File: src/include/trim_swap_pkg.sv
package trim_swap_pkg;

   ////////////////////////////////////////////////////////////////////////
   // Register indices; byte address is four times the index
   localparam logic [9:0] IDX_REFERENCE_TRIM = 10'h07C;
   localparam logic [9:0] IDX_TERM_A_TRIM    = 10'h07E;
   localparam logic [9:0] IDX_TERM_B_TRIM    = 10'h07F;
   localparam logic [9:0] IDX_TERM_C_TRIM    = 10'h080;
   localparam logic [9:0] IDX_TERM_D_TRIM    = 10'h081;
   localparam logic [9:0] IDX_SWAP_OVERLAP   = 10'h09A;
   localparam logic [9:0] IDX_SWAP_STEER     = 10'h09B;
   localparam logic [9:0] IDX_NOISE_INJ      = 10'h09D;
   localparam logic [9:0] IDX_SWAP_CONTROL   = 10'h0A0;
   localparam logic [9:0] IDX_SWAP_STATUS    = 10'h0A1;

   ////////////////////////////////////////////////////////////////////////
   // Reset values and field positions
   localparam logic [7:0] RST_TRIM        = 8'h00;
   localparam logic [7:0] RST_OVERLAP     = 8'h08;
   localparam logic [7:0] RST_STEER       = 8'h07;
   localparam logic [7:0] RST_NOISE       = 8'h00;
   localparam int         REF_FIELD_MSB   = 3;
   localparam int         DLY_FIELD_MSB   = 4;
   localparam int         CTRL_CAL_EN_BIT = 0;
   localparam int         STAT_BUSY_BIT   = 0;
   localparam int         STAT_OVL_BIT    = 1;
   localparam int         STAT_SEL_BIT    = 2;
   localparam int         STAT_LOCK_BIT   = 3;

   ////////////////////////////////////////////////////////////////////////
   // Overlap length is base plus twice the programmed delay
   localparam int         OVERLAP_BASE    = 4;
   localparam int         OVERLAP_SCALE   = 2;
   localparam int         SWAP_CNT_W      = 7;

   typedef enum logic [1:0] {
      SWAP_IDLE    = 2'b00,
      SWAP_OVERLAP = 2'b01,
      SWAP_STEER   = 2'b11
   } swap_state_t;

   // Factory trims, also the trim outputs
   typedef struct packed {
      logic [3:0] reference;
      logic [7:0] term_a;
      logic [7:0] term_b;
      logic [7:0] term_c;
      logic [7:0] term_d;
   } trim_set_t;

   // Swap timing outputs
   typedef struct packed {
      logic busy;
      logic overlap;
      logic steer_sel;
   } swap_view_t;

   function automatic logic [SWAP_CNT_W-1:0] overlap_cycles(input logic [4:0] dly);
      overlap_cycles = SWAP_CNT_W'(OVERLAP_BASE + OVERLAP_SCALE * int'(dly));
   endfunction

endpackage

File: src/hw/swap_timer.sv
`timescale 1ns/1ps
module swap_timer
   import trim_swap_pkg::*;
#(
   parameter int DLY_W = 5
) (
   // Clock and reset
   input  wire logic                  i_clk,
   input  wire logic                  i_reset,
   // Swap request and delays
   input  wire logic                  i_start,
   input  wire logic [DLY_W-1:0]      i_overlap_dly,
   input  wire logic [DLY_W-1:0]      i_steer_dly,
   // Timing outputs
   output trim_swap_pkg::swap_view_t  o_view
);
   import trim_swap_pkg::*;

   initial begin
      if (DLY_W != DLY_FIELD_MSB + 1) $error("DLY_W must match the delay field");
   end

   swap_state_t            state_r;
   logic [SWAP_CNT_W-1:0]  cnt_r;
   logic [SWAP_CNT_W-1:0]  dur_r;
   logic [DLY_W-1:0]       steer_r;
   logic                   sel_r;
   logic                   steered_r;
   logic                   accept;

   assign accept = i_start && (state_r == SWAP_IDLE);

   // Sequencer; a start during a swap is dropped, delays latched at start
   always_ff @(posedge i_clk or posedge i_reset) begin
      if (i_reset) begin
         state_r <= SWAP_IDLE;
         cnt_r   <= '0;
         dur_r   <= '0;
         steer_r <= '0;
      end else begin
         case (state_r)
            SWAP_IDLE: begin
               if (accept) begin
                  state_r <= SWAP_OVERLAP;
                  cnt_r   <= '0;
                  dur_r   <= overlap_cycles(i_overlap_dly);
                  steer_r <= i_steer_dly;
               end
            end
            SWAP_OVERLAP: begin
               cnt_r <= cnt_r + 1'b1;
               if (cnt_r == dur_r - 1'b1) begin
                  state_r <= (steered_r || cnt_r == SWAP_CNT_W'(steer_r)) ?
                             SWAP_IDLE : SWAP_STEER;
               end
            end
            SWAP_STEER: begin
               cnt_r <= cnt_r + 1'b1;
               if (cnt_r == SWAP_CNT_W'(steer_r)) state_r <= SWAP_IDLE;
            end
            default: state_r <= SWAP_IDLE;
         endcase
      end
   end

   // Output stream select flips once per swap, steer delay plus one cycle after start
   always_ff @(posedge i_clk or posedge i_reset) begin
      if (i_reset) begin
         sel_r     <= 1'b0;
         steered_r <= 1'b0;
      end else if (accept) begin
         steered_r <= 1'b0;
      end else if (state_r != SWAP_IDLE && !steered_r &&
                   cnt_r == SWAP_CNT_W'(steer_r)) begin
         sel_r     <= ~sel_r;
         steered_r <= 1'b1;
      end
   end

   assign o_view.busy      = (state_r != SWAP_IDLE);
   assign o_view.overlap   = (state_r == SWAP_OVERLAP);
   assign o_view.steer_sel = sel_r;

   // Checks on swap timing
   a_overlap_length: assert property (@(posedge i_clk) disable iff (i_reset)
      $fell(o_view.overlap) |-> cnt_r == dur_r)
      else $error("overlap length differs from four plus twice the delay");
   a_steer_moment: assert property (@(posedge i_clk) disable iff (i_reset)
      $changed(sel_r) |-> $past(cnt_r) == SWAP_CNT_W'(steer_r))
      else $error("stream select flipped at the wrong count");
   a_busy_drops_start: assert property (@(posedge i_clk) disable iff (i_reset)
      (o_view.busy && i_start) |=> $stable(dur_r) && $stable(steer_r))
      else $error("start during a swap changed its timing");
   c_swap_done: cover property (@(posedge i_clk) disable iff (i_reset)
      $fell(o_view.busy));
   c_late_steer: cover property (@(posedge i_clk) disable iff (i_reset)
      state_r == SWAP_STEER);
   c_start_busy: cover property (@(posedge i_clk) disable iff (i_reset)
      o_view.busy && i_start);

endmodule

File: src/hw/trim_swap_regs.sv
// Local design decision: the Wishbone interface to the registers.
`timescale 1ns/1ps
// Functional notes
// - After reset each trim register shows its factory value, readable and rewritable.
// - The reference trim is a 4-bit field in bits 3:0, bits 7:4 reserved.
// - Four 8-bit termination trim registers exist, one per input channel A to D.
// - During a swap both cores sample the input for four plus twice the overlap delay.
// - The overlap delay field is 5 bits, 0 to 31, reset 8, bits 7:5 reserved.
// - The steer delay, 0 to 31 reset 7, delays the stream select during swaps only.
module trim_swap_regs
   import trim_swap_pkg::*;
#(
   parameter int ADR_W = 12,
   parameter int DLY_W = 5
) (
   // Clock and reset
   input  wire logic                  i_clk,
   input  wire logic                  i_reset,
   // Wishbone classic slave
   input  wire logic                  i_wb_cyc,
   input  wire logic                  i_wb_stb,
   input  wire logic                  i_wb_we,
   input  wire logic [ADR_W-1:0]      i_wb_adr,
   input  wire logic [31:0]           i_wb_dat,
   input  wire logic [3:0]            i_wb_sel,
   output      logic [31:0]           o_wb_dat,
   output      logic                  o_wb_ack,
   // Factory trim values
   input  wire trim_swap_pkg::trim_set_t i_fuse,
   // Swap request from calibration engine
   input  wire logic                  i_swap_start,
   // Settings to the analog and datapath
   output trim_swap_pkg::trim_set_t   o_trims,
   output      logic [7:0]            o_noise_injection_control,
   output      logic                  o_cal_enable,
   output trim_swap_pkg::swap_view_t  o_swap
);
   import trim_swap_pkg::*;

   initial begin
      if (ADR_W < 12) $error("ADR_W must cover address bits 11:2");
      if (DLY_W != DLY_FIELD_MSB + 1) $error("DLY_W must match the delay field");
   end

   ////////////////////////////////////////////////////////////////////////
   // Storage

   logic [7:0]       ref_trim_r;
   logic [7:0]       term_a_r;
   logic [7:0]       term_b_r;
   logic [7:0]       term_c_r;
   logic [7:0]       term_d_r;
   logic [7:0]       overlap_r;
   logic [7:0]       steer_r;
   logic [7:0]       noise_r;
   logic             cal_en_r;
   logic             load_pend_r;
   logic             ack_r;
   logic [31:0]      rdat_r;
   logic [31:0]      rdat_nxt;
   logic             req;
   logic             wr;
   logic [9:0]       idx;
   logic [7:0]       wbyte;
   swap_view_t       view;

   // Word index of the current request
   function automatic logic [9:0] word_index(input logic [ADR_W-1:0] adr);
      word_index = adr[11:2];
   endfunction

   // Address match against one register index
   function automatic logic hit(input logic [9:0] cur, input logic [9:0] tgt);
      hit = (cur == tgt);
   endfunction

   ////////////////////////////////////////////////////////////////////////
   // Bus decode

   // No request is taken while the factory trims load
   assign req   = i_wb_cyc && i_wb_stb && !ack_r && !load_pend_r;
   assign wr    = req && i_wb_we && i_wb_sel[0];
   assign idx   = word_index(i_wb_adr);
   assign wbyte = i_wb_dat[7:0];

   // One-cycle acknowledge, dropped the cycle after
   always_ff @(posedge i_clk or posedge i_reset) begin
      if (i_reset) begin
         ack_r <= 1'b0;
      end else begin
         ack_r <= req;
      end
   end

   ////////////////////////////////////////////////////////////////////////
   // Factory trim load

   // Fuse inputs are caught by the clock after release, not in reset
   always_ff @(posedge i_clk or posedge i_reset) begin
      if (i_reset) begin
         load_pend_r <= 1'b1;
      end else begin
         load_pend_r <= 1'b0;
      end
   end

   // Trim registers: fuse load first, software writes afterwards
   always_ff @(posedge i_clk or posedge i_reset) begin
      if (i_reset) begin
         ref_trim_r <= RST_TRIM;
         term_a_r   <= RST_TRIM;
         term_b_r   <= RST_TRIM;
         term_c_r   <= RST_TRIM;
         term_d_r   <= RST_TRIM;
      end else if (load_pend_r) begin
         ref_trim_r <= {4'h0, i_fuse.reference};
         term_a_r   <= i_fuse.term_a;
         term_b_r   <= i_fuse.term_b;
         term_c_r   <= i_fuse.term_c;
         term_d_r   <= i_fuse.term_d;
      end else if (wr) begin
         // Reserved bits are stored as written so reads echo them
         if (hit(idx, IDX_REFERENCE_TRIM)) ref_trim_r <= wbyte;
         if (hit(idx, IDX_TERM_A_TRIM))    term_a_r   <= wbyte;
         if (hit(idx, IDX_TERM_B_TRIM))    term_b_r   <= wbyte;
         if (hit(idx, IDX_TERM_C_TRIM))    term_c_r   <= wbyte;
         if (hit(idx, IDX_TERM_D_TRIM))    term_d_r   <= wbyte;
      end
   end

   ////////////////////////////////////////////////////////////////////////
   // Swap delays and control

   // Overlap delay is frozen while calibration runs, so a swap never
   // sees a half-changed length
   always_ff @(posedge i_clk or posedge i_reset) begin
      if (i_reset) begin
         overlap_r <= RST_OVERLAP;
      end else if (wr && hit(idx, IDX_SWAP_OVERLAP) && !cal_en_r) begin
         overlap_r <= wbyte;
      end
   end

   // Steer delay may change at any time; the timer latches it per swap
   always_ff @(posedge i_clk or posedge i_reset) begin
      if (i_reset) begin
         steer_r <= RST_STEER;
      end else if (wr && hit(idx, IDX_SWAP_STEER)) begin
         steer_r <= wbyte;
      end
   end

   // Noise injection settings pass straight to the datapath
   always_ff @(posedge i_clk or posedge i_reset) begin
      if (i_reset) begin
         noise_r <= RST_NOISE;
      end else if (wr && hit(idx, IDX_NOISE_INJ)) begin
         noise_r <= wbyte;
      end
   end

   // Calibration enable, which also locks the overlap delay
   always_ff @(posedge i_clk or posedge i_reset) begin
      if (i_reset) begin
         cal_en_r <= 1'b0;
      end else if (wr && hit(idx, IDX_SWAP_CONTROL)) begin
         cal_en_r <= wbyte[CTRL_CAL_EN_BIT];
      end
   end

   ////////////////////////////////////////////////////////////////////////
   // Read mux

   // Unmapped words read as zero and are still acknowledged
   always_comb begin
      rdat_nxt = '0;
      case (idx)
         IDX_REFERENCE_TRIM: rdat_nxt[7:0] = ref_trim_r;
         IDX_TERM_A_TRIM:    rdat_nxt[7:0] = term_a_r;
         IDX_TERM_B_TRIM:    rdat_nxt[7:0] = term_b_r;
         IDX_TERM_C_TRIM:    rdat_nxt[7:0] = term_c_r;
         IDX_TERM_D_TRIM:    rdat_nxt[7:0] = term_d_r;
         IDX_SWAP_OVERLAP:   rdat_nxt[7:0] = overlap_r;
         IDX_SWAP_STEER:     rdat_nxt[7:0] = steer_r;
         IDX_NOISE_INJ:      rdat_nxt[7:0] = noise_r;
         IDX_SWAP_CONTROL:   rdat_nxt[CTRL_CAL_EN_BIT] = cal_en_r;
         IDX_SWAP_STATUS: begin
            rdat_nxt[STAT_BUSY_BIT] = view.busy;
            rdat_nxt[STAT_OVL_BIT]  = view.overlap;
            rdat_nxt[STAT_SEL_BIT]  = view.steer_sel;
            rdat_nxt[STAT_LOCK_BIT] = cal_en_r;
         end
         default: rdat_nxt = '0;
      endcase
   end

   // Read data registered together with the acknowledge
   always_ff @(posedge i_clk or posedge i_reset) begin
      if (i_reset) begin
         rdat_r <= '0;
      end else if (req) begin
         rdat_r <= i_wb_we ? '0 : rdat_nxt;
      end
   end

   ////////////////////////////////////////////////////////////////////////
   // Swap timing

   swap_timer #(
      .DLY_W         (DLY_W)
   ) u_swap_timer (
      .i_clk         (i_clk),
      .i_reset       (i_reset),
      .i_start       (i_swap_start),
      .i_overlap_dly (overlap_r[DLY_FIELD_MSB:0]),
      .i_steer_dly   (steer_r[DLY_FIELD_MSB:0]),
      .o_view        (view)
   );

   ////////////////////////////////////////////////////////////////////////
   // Outputs

   assign o_wb_ack                  = ack_r;
   assign o_wb_dat                  = rdat_r;
   assign o_trims.reference         = ref_trim_r[REF_FIELD_MSB:0];
   assign o_trims.term_a            = term_a_r;
   assign o_trims.term_b            = term_b_r;
   assign o_trims.term_c            = term_c_r;
   assign o_trims.term_d            = term_d_r;
   assign o_noise_injection_control = noise_r;
   assign o_cal_enable              = cal_en_r;
   assign o_swap                    = view;

   ////////////////////////////////////////////////////////////////////////
   // Checks

   a_fuse_load_value: assert property (@(posedge i_clk) disable iff (i_reset)
      load_pend_r |=> (o_trims == $past(i_fuse)))
      else $error("trims do not hold the factory value after reset");
   a_ref_trim_field: assert property (@(posedge i_clk) disable iff (i_reset)
      (wr && hit(idx, IDX_REFERENCE_TRIM))
      |=> o_trims.reference == $past(i_wb_dat[REF_FIELD_MSB:0]))
      else $error("reference trim field not taken from bits 3:0");
   a_term_d_write: assert property (@(posedge i_clk) disable iff (i_reset)
      (wr && hit(idx, IDX_TERM_D_TRIM))
      |=> o_trims.term_d == $past(i_wb_dat[7:0]) && $stable(o_trims.term_a))
      else $error("channel D trim write went astray");
   a_overlap_locked: assert property (@(posedge i_clk) disable iff (i_reset)
      (wr && hit(idx, IDX_SWAP_OVERLAP) && cal_en_r) |=> $stable(overlap_r))
      else $error("overlap delay changed while calibration enabled");
   a_ack_one_cycle: assert property (@(posedge i_clk) disable iff (i_reset)
      req |=> o_wb_ack ##1 !o_wb_ack)
      else $error("acknowledge not a single cycle pulse");

   // Write paths: trims and delays take the bus byte (overlap only while unlocked), the enable takes bit 0; with lane 0 off nothing changes
   a_term_a_write: assert property (@(posedge i_clk) disable iff (i_reset)
      (wr && hit(idx, IDX_TERM_A_TRIM)) |=> o_trims.term_a == $past(wbyte))
      else $error("channel A trim write went astray");
   a_term_b_write: assert property (@(posedge i_clk) disable iff (i_reset)
      (wr && hit(idx, IDX_TERM_B_TRIM)) |=> o_trims.term_b == $past(wbyte))
      else $error("channel B trim write went astray");
   a_term_c_write: assert property (@(posedge i_clk) disable iff (i_reset)
      (wr && hit(idx, IDX_TERM_C_TRIM)) |=> o_trims.term_c == $past(wbyte))
      else $error("channel C trim write went astray");
   a_overlap_write: assert property (@(posedge i_clk) disable iff (i_reset)
      (wr && hit(idx, IDX_SWAP_OVERLAP) && !cal_en_r) |=> overlap_r == $past(wbyte))
      else $error("overlap delay write lost");
   a_steer_write: assert property (@(posedge i_clk) disable iff (i_reset)
      (wr && hit(idx, IDX_SWAP_STEER)) |=> steer_r == $past(wbyte))
      else $error("steer delay write lost");
   a_cal_enable_write: assert property (@(posedge i_clk) disable iff (i_reset)
      (wr && hit(idx, IDX_SWAP_CONTROL)) |=> o_cal_enable == $past(wbyte[CTRL_CAL_EN_BIT]))
      else $error("calibration enable write lost");
   a_lane_off_write: assert property (@(posedge i_clk) disable iff (i_reset)
      (req && i_wb_we && !i_wb_sel[0]) |=> $stable(o_trims) && $stable(steer_r))
      else $error("write with lane 0 off changed a register");

   // Load and read paths; a read never races a write, so the register
   // seen one cycle on still holds the value that was read
   a_fuse_ref_reserved: assert property (@(posedge i_clk) disable iff (i_reset)
      load_pend_r |=> ref_trim_r[7:REF_FIELD_MSB+1] == '0)
      else $error("reserved reference bits not clear after load");
   a_ref_trim_read: assert property (@(posedge i_clk) disable iff (i_reset)
      (req && !i_wb_we && hit(idx, IDX_REFERENCE_TRIM))
      |=> o_wb_dat[REF_FIELD_MSB:0] == o_trims.reference)
      else $error("reference trim read back wrong");
   a_term_a_read: assert property (@(posedge i_clk) disable iff (i_reset)
      (req && !i_wb_we && hit(idx, IDX_TERM_A_TRIM)) |=> o_wb_dat == 32'(o_trims.term_a))
      else $error("channel A trim read back wrong");
   a_write_reads_zero: assert property (@(posedge i_clk) disable iff (i_reset)
      (req && i_wb_we) |=> o_wb_dat == '0)
      else $error("write acknowledge carried data");
   a_status_busy_bit: assert property (@(posedge i_clk) disable iff (i_reset)
      (req && !i_wb_we && hit(idx, IDX_SWAP_STATUS))
      |=> o_wb_dat[STAT_BUSY_BIT] == $past(view.busy))
      else $error("status busy bit differs from the swap timer");
   c_fuse_then_write: cover property (@(posedge i_clk) disable iff (i_reset)
      wr && hit(idx, IDX_REFERENCE_TRIM));
   c_status_read: cover property (@(posedge i_clk) disable iff (i_reset)
      req && !i_wb_we && hit(idx, IDX_SWAP_STATUS) && view.busy);

endmodule

File: config.mk
export PLATFORM = sky130hd
export DESIGN_NAME = trim_swap_regs
export DESIGN_NICKNAME = d
export VERILOG_FILES = /design/src/include/trim_swap_pkg.sv /design/src/hw/swap_timer.sv /design/src/hw/trim_swap_regs.sv
export SDC_FILE = /design/constraint.sdc
export NUM_CORES = 1
export LEC_CHECK = 0
export ABC_CLOCK_PERIOD_IN_PS = 4200
export BUFFER_PORTS_ARGS = -buffer_cell sky130_fd_sc_hd__clkbuf_2
export CORE_MARGIN = 2
export CORE_UTILIZATION = 55
export CTS_BUF_LIST = sky130_fd_sc_hd__clkbuf_2 sky130_fd_sc_hd__clkbuf_4 sky130_fd_sc_hd__clkbuf_8
export CTS_CLUSTER_SIZE = 10
export DETAILED_ROUTE_END_ITERATION = 10
export PLACE_DENSITY_LB_ADDON = 0.3
export SYNTH_ARGS = -nofsm -noshare
export SYNTH_HDL_FRONTEND = slang
export SYNTH_SLANG_ARGS = --single-unit
File: constraint.sdc
create_clock -name i_clk -period 4.2 [get_ports i_clk]
set_input_delay 0.21 -clock i_clk [delete_from_list [all_inputs] [get_ports i_clk]]
set_output_delay 0.21 -clock i_clk [all_outputs]
set_load 0.01 [all_outputs]
==> results_dict.tcl <==
set metrics [dict create \
    hold_class "in -> async" \
    final_layout_size_suffix_gt1_share_pct 30.2 \
    synthArstFlopShare_pct 100 \
    maxSlewHeadroom_pct 37.0 \
    layout_commonest_cell "clkbuf_2" \
    tightest_slew_ns 0.943 \
    worstPathCellList "nand4bb_1 > nor2_2 > nand4b_2 > mux2_1" \
    worstReg2RegEnd "overlap_r[5]" \
    grt_pass1_vias 3974 \
    viasPerCell 5.81 \
    drc 0 \
    cp-start-kind "register" \
    crit_path_end_kind "register" \
    synth-main-ff-cell "dfrtp_1" \
    dr.pass1.iters 5 \
    dpl_cell_area_mm2 0.00590 \
    start_util_pct 55.9 \
    p_per_area_mw_per_mm2 371 \
    period_minus_slack_ns 2.75 \
    grt_overflow 0 \
    ys_seq_area_share_pct 45.2 \
    die_h_um 103 \
    fin_area_mm2 0.00610 \
    cts_hold_buf 0 \
    fin_cells 748 \
    antenna_found_initial 0 \
    vias 4345 \
    numCtsBuffers 9 \
    diodes 0 \
    rr_worst_depth 4 \
    final_nets 703 \
    place_congestion 1.03 \
    total_power_uw 2260 \
    yosysWarnings 0 \
    tritoncts "done" \
    postCtsSetupRepairBufs 0 \
    cp_slowest_cell "nand4bb_1" \
    area_growth_pct 13.3 \
    setup-tns-final_ns 0 \
    synth_area_mm2 0.00539 \
    clock_tree.root_cell "clkbuf_8" \
    grt_pass1_wl_mm 21.3 \
    path_buf_inv 0 \
    drt-initial-drc-count 237 \
    rr_startpoint "o_wb_ack" \
    synth-seq-cells 97 \
    io_buffers 117 \
    worstSetupPathType "reg -> reg" \
    clkTransAtPathRegs_ns 0.10 \
    rsz0062_at_grt "no" \
    synthDistinctLibCells 61 \
    synth_edf_count 0 \
    htree_num_levels 3 \
    io_pins 171 \
    fin_skew_ns 0.0158 \
    r2r_slack_ns 1.45 \
    outcome "complete, but fails checks" \
    avgSynthCellArea_um2 10.5 \
    core_mm2 0.00964 \
    hold_viol 4 \
    insertion_delay_ns 0.37 \
    final-max-slew-violation-count 0 \
    final_cell_mix "clkbuf_2 (117), dfrtp_1 (92), nand2_1 (65)" \
    path_max_fanout 13 \
    die_w_um 103 \
    rows 36 \
    syn_inst 514 \
    wl_mm 13.8 \
    dp_hpwl_mm 10.0 \
    grt_max_degree 77 \
    setup_violations 0 \
    max-vdd-ir-drop_mv 0.165 \
    maxCapViolCount 0 \
    p_leak_uw 0.00309 \
    fin_hold_ws_ns -0.00321 \
    cts_sinks 97 \
    max_freq_mhz 364 \
    wire_per_inst_um 18.4 \
    ant_nets 0 \
    dp.cells 732 \
    slowest_delay_ns 0.71 \
    post_cts_resized 0 \
    crit_family "simple AND/OR/NAND/NOR gates" \
    die-area_mm2 0.0106 \
    cp_data_required_time_ns 4.44 \
    clockBufferDepth 2 \
    finalCritPeriodShare_pct 65.4 \
    violations "negative hold slack" \
    track_usage_pct 26.6 \
    cp.arrival_ns 2.99 \
]
==> where the power goes <==
group	internal [uW]	switching (uW)
logic	222	264
registers	1020	123
clock network	294	336
total	1540	724
==> per-layer routing <==
metal | global-route usage, % | up-vias | routed length [um]
met4 | 7.29 | 0 | 213
met1 | 37.4 | 2119 | 5770
met3 | 5.97 | 18 | 1130
met5 | 0 | - | 0
met2 | 42.0 | 204 | 6650
li1 | - | 2004 | -
==> metrics by stage <==
step           setup slack, ns  utilization, %  hold WS (ns)
6_report                  1.45            63.3      -0.00321
3_3_place_gp              1.60            61.2         0.410
5_1_grt                   1.36            63.3        0.0285
4_1_cts                   1.52            63.3        0.0238
2_1_floorplan             1.46               -         0.331
3_5_place_dp              1.54            61.2         0.421
==> how the worst max path moves through the flow <==
stage / from / endpoint / depth (start not counted)
after floorplan: i_reset / o_cal_enable / 1
after global placement: o_wb_ack / overlap_r[5] / 4
after detailed placement: o_wb_ack / overlap_r[5] / 4
after CTS: o_wb_ack / overlap_r[5] / 4
after global routing: o_wb_ack / ref_trim_r[2] / 5
final: o_wb_ack / overlap_r[5] / 4
==> flip-flops by register name, indices dropped and copies added, names as in the netlist, 5 cells and up <==
signal,count
o_noise_injection_control,8
o_wb_dat,8
overlap_r,8
ref_trim_r,8
steer_r,8
term_a_r,8
term_b_r,8
term_c_r,8
term_d_r,8
u_swap_timer.cnt_r,7
u_swap_timer.dur_r,6
u_swap_timer.steer_r,5
==> Yosys cell counts, types with 3 or more instances <==
cell,count,area (um2)
buf_4,30,225
o211ai_1,3,22.5
nand3_1,15,75.1
mux2i_1,47,470
a32o_1,5,50.1
and3_1,5,31.3
clkbuf_1,19,71.3
nand2_1,65,244
a32oi_1,3,26.3
nor2_1,12,45.0
dfstp_2,5,131
o21ai_1,15,75.1
and2_1,3,18.8
nor3_1,4,20.0
nand3_2,3,30.0
and4_1,3,26.3
a21oi_1,4,20.0
buf_2,7,35.0
xnor2_1,10,87.6
nand4b_1,3,26.3
o22ai_1,3,18.8
nand4_1,6,37.5
a22oi_1,7,52.6
mux2_2,30,338
ha_1,3,37.5
mux2_1,13,146
nor2b_1,6,37.5
inv_1,6,22.5
xor2_1,4,35.0
o21ai_0,40,200
dfrtp_1,92,2300
==> kinds of logic (layout without fill, tap and decap cells) <==
kind of cell    Yosys count  after routing  synth area share, %
simple gates            147            147                 15.6
compound gates           97             97                 11.2
flops                    97             97                 45.2
mux                      91             91                 18.1
buf+inv                  64            141                 6.85
xor+xnor                 14             14                 2.28
fa+ha+maj                 3              3                0.697
other cells               1             25               0.0696
==> layout make-up <==
| cell class | instances | area, um2 |
|---|---|---|
| tap | 133 | 166 |
| multi-input combinational | 377 | 2680 |
| clock inverter | 6 | 66.3 |
| inverter | 6 | 23.8 |
| fill | 838 | 3540 |
| timing repair buffer | 119 | 601 |
| clock buffer | 10 | 138 |
| sequential | 97 | 2430 |
Power figures use the tool's default switching activity.
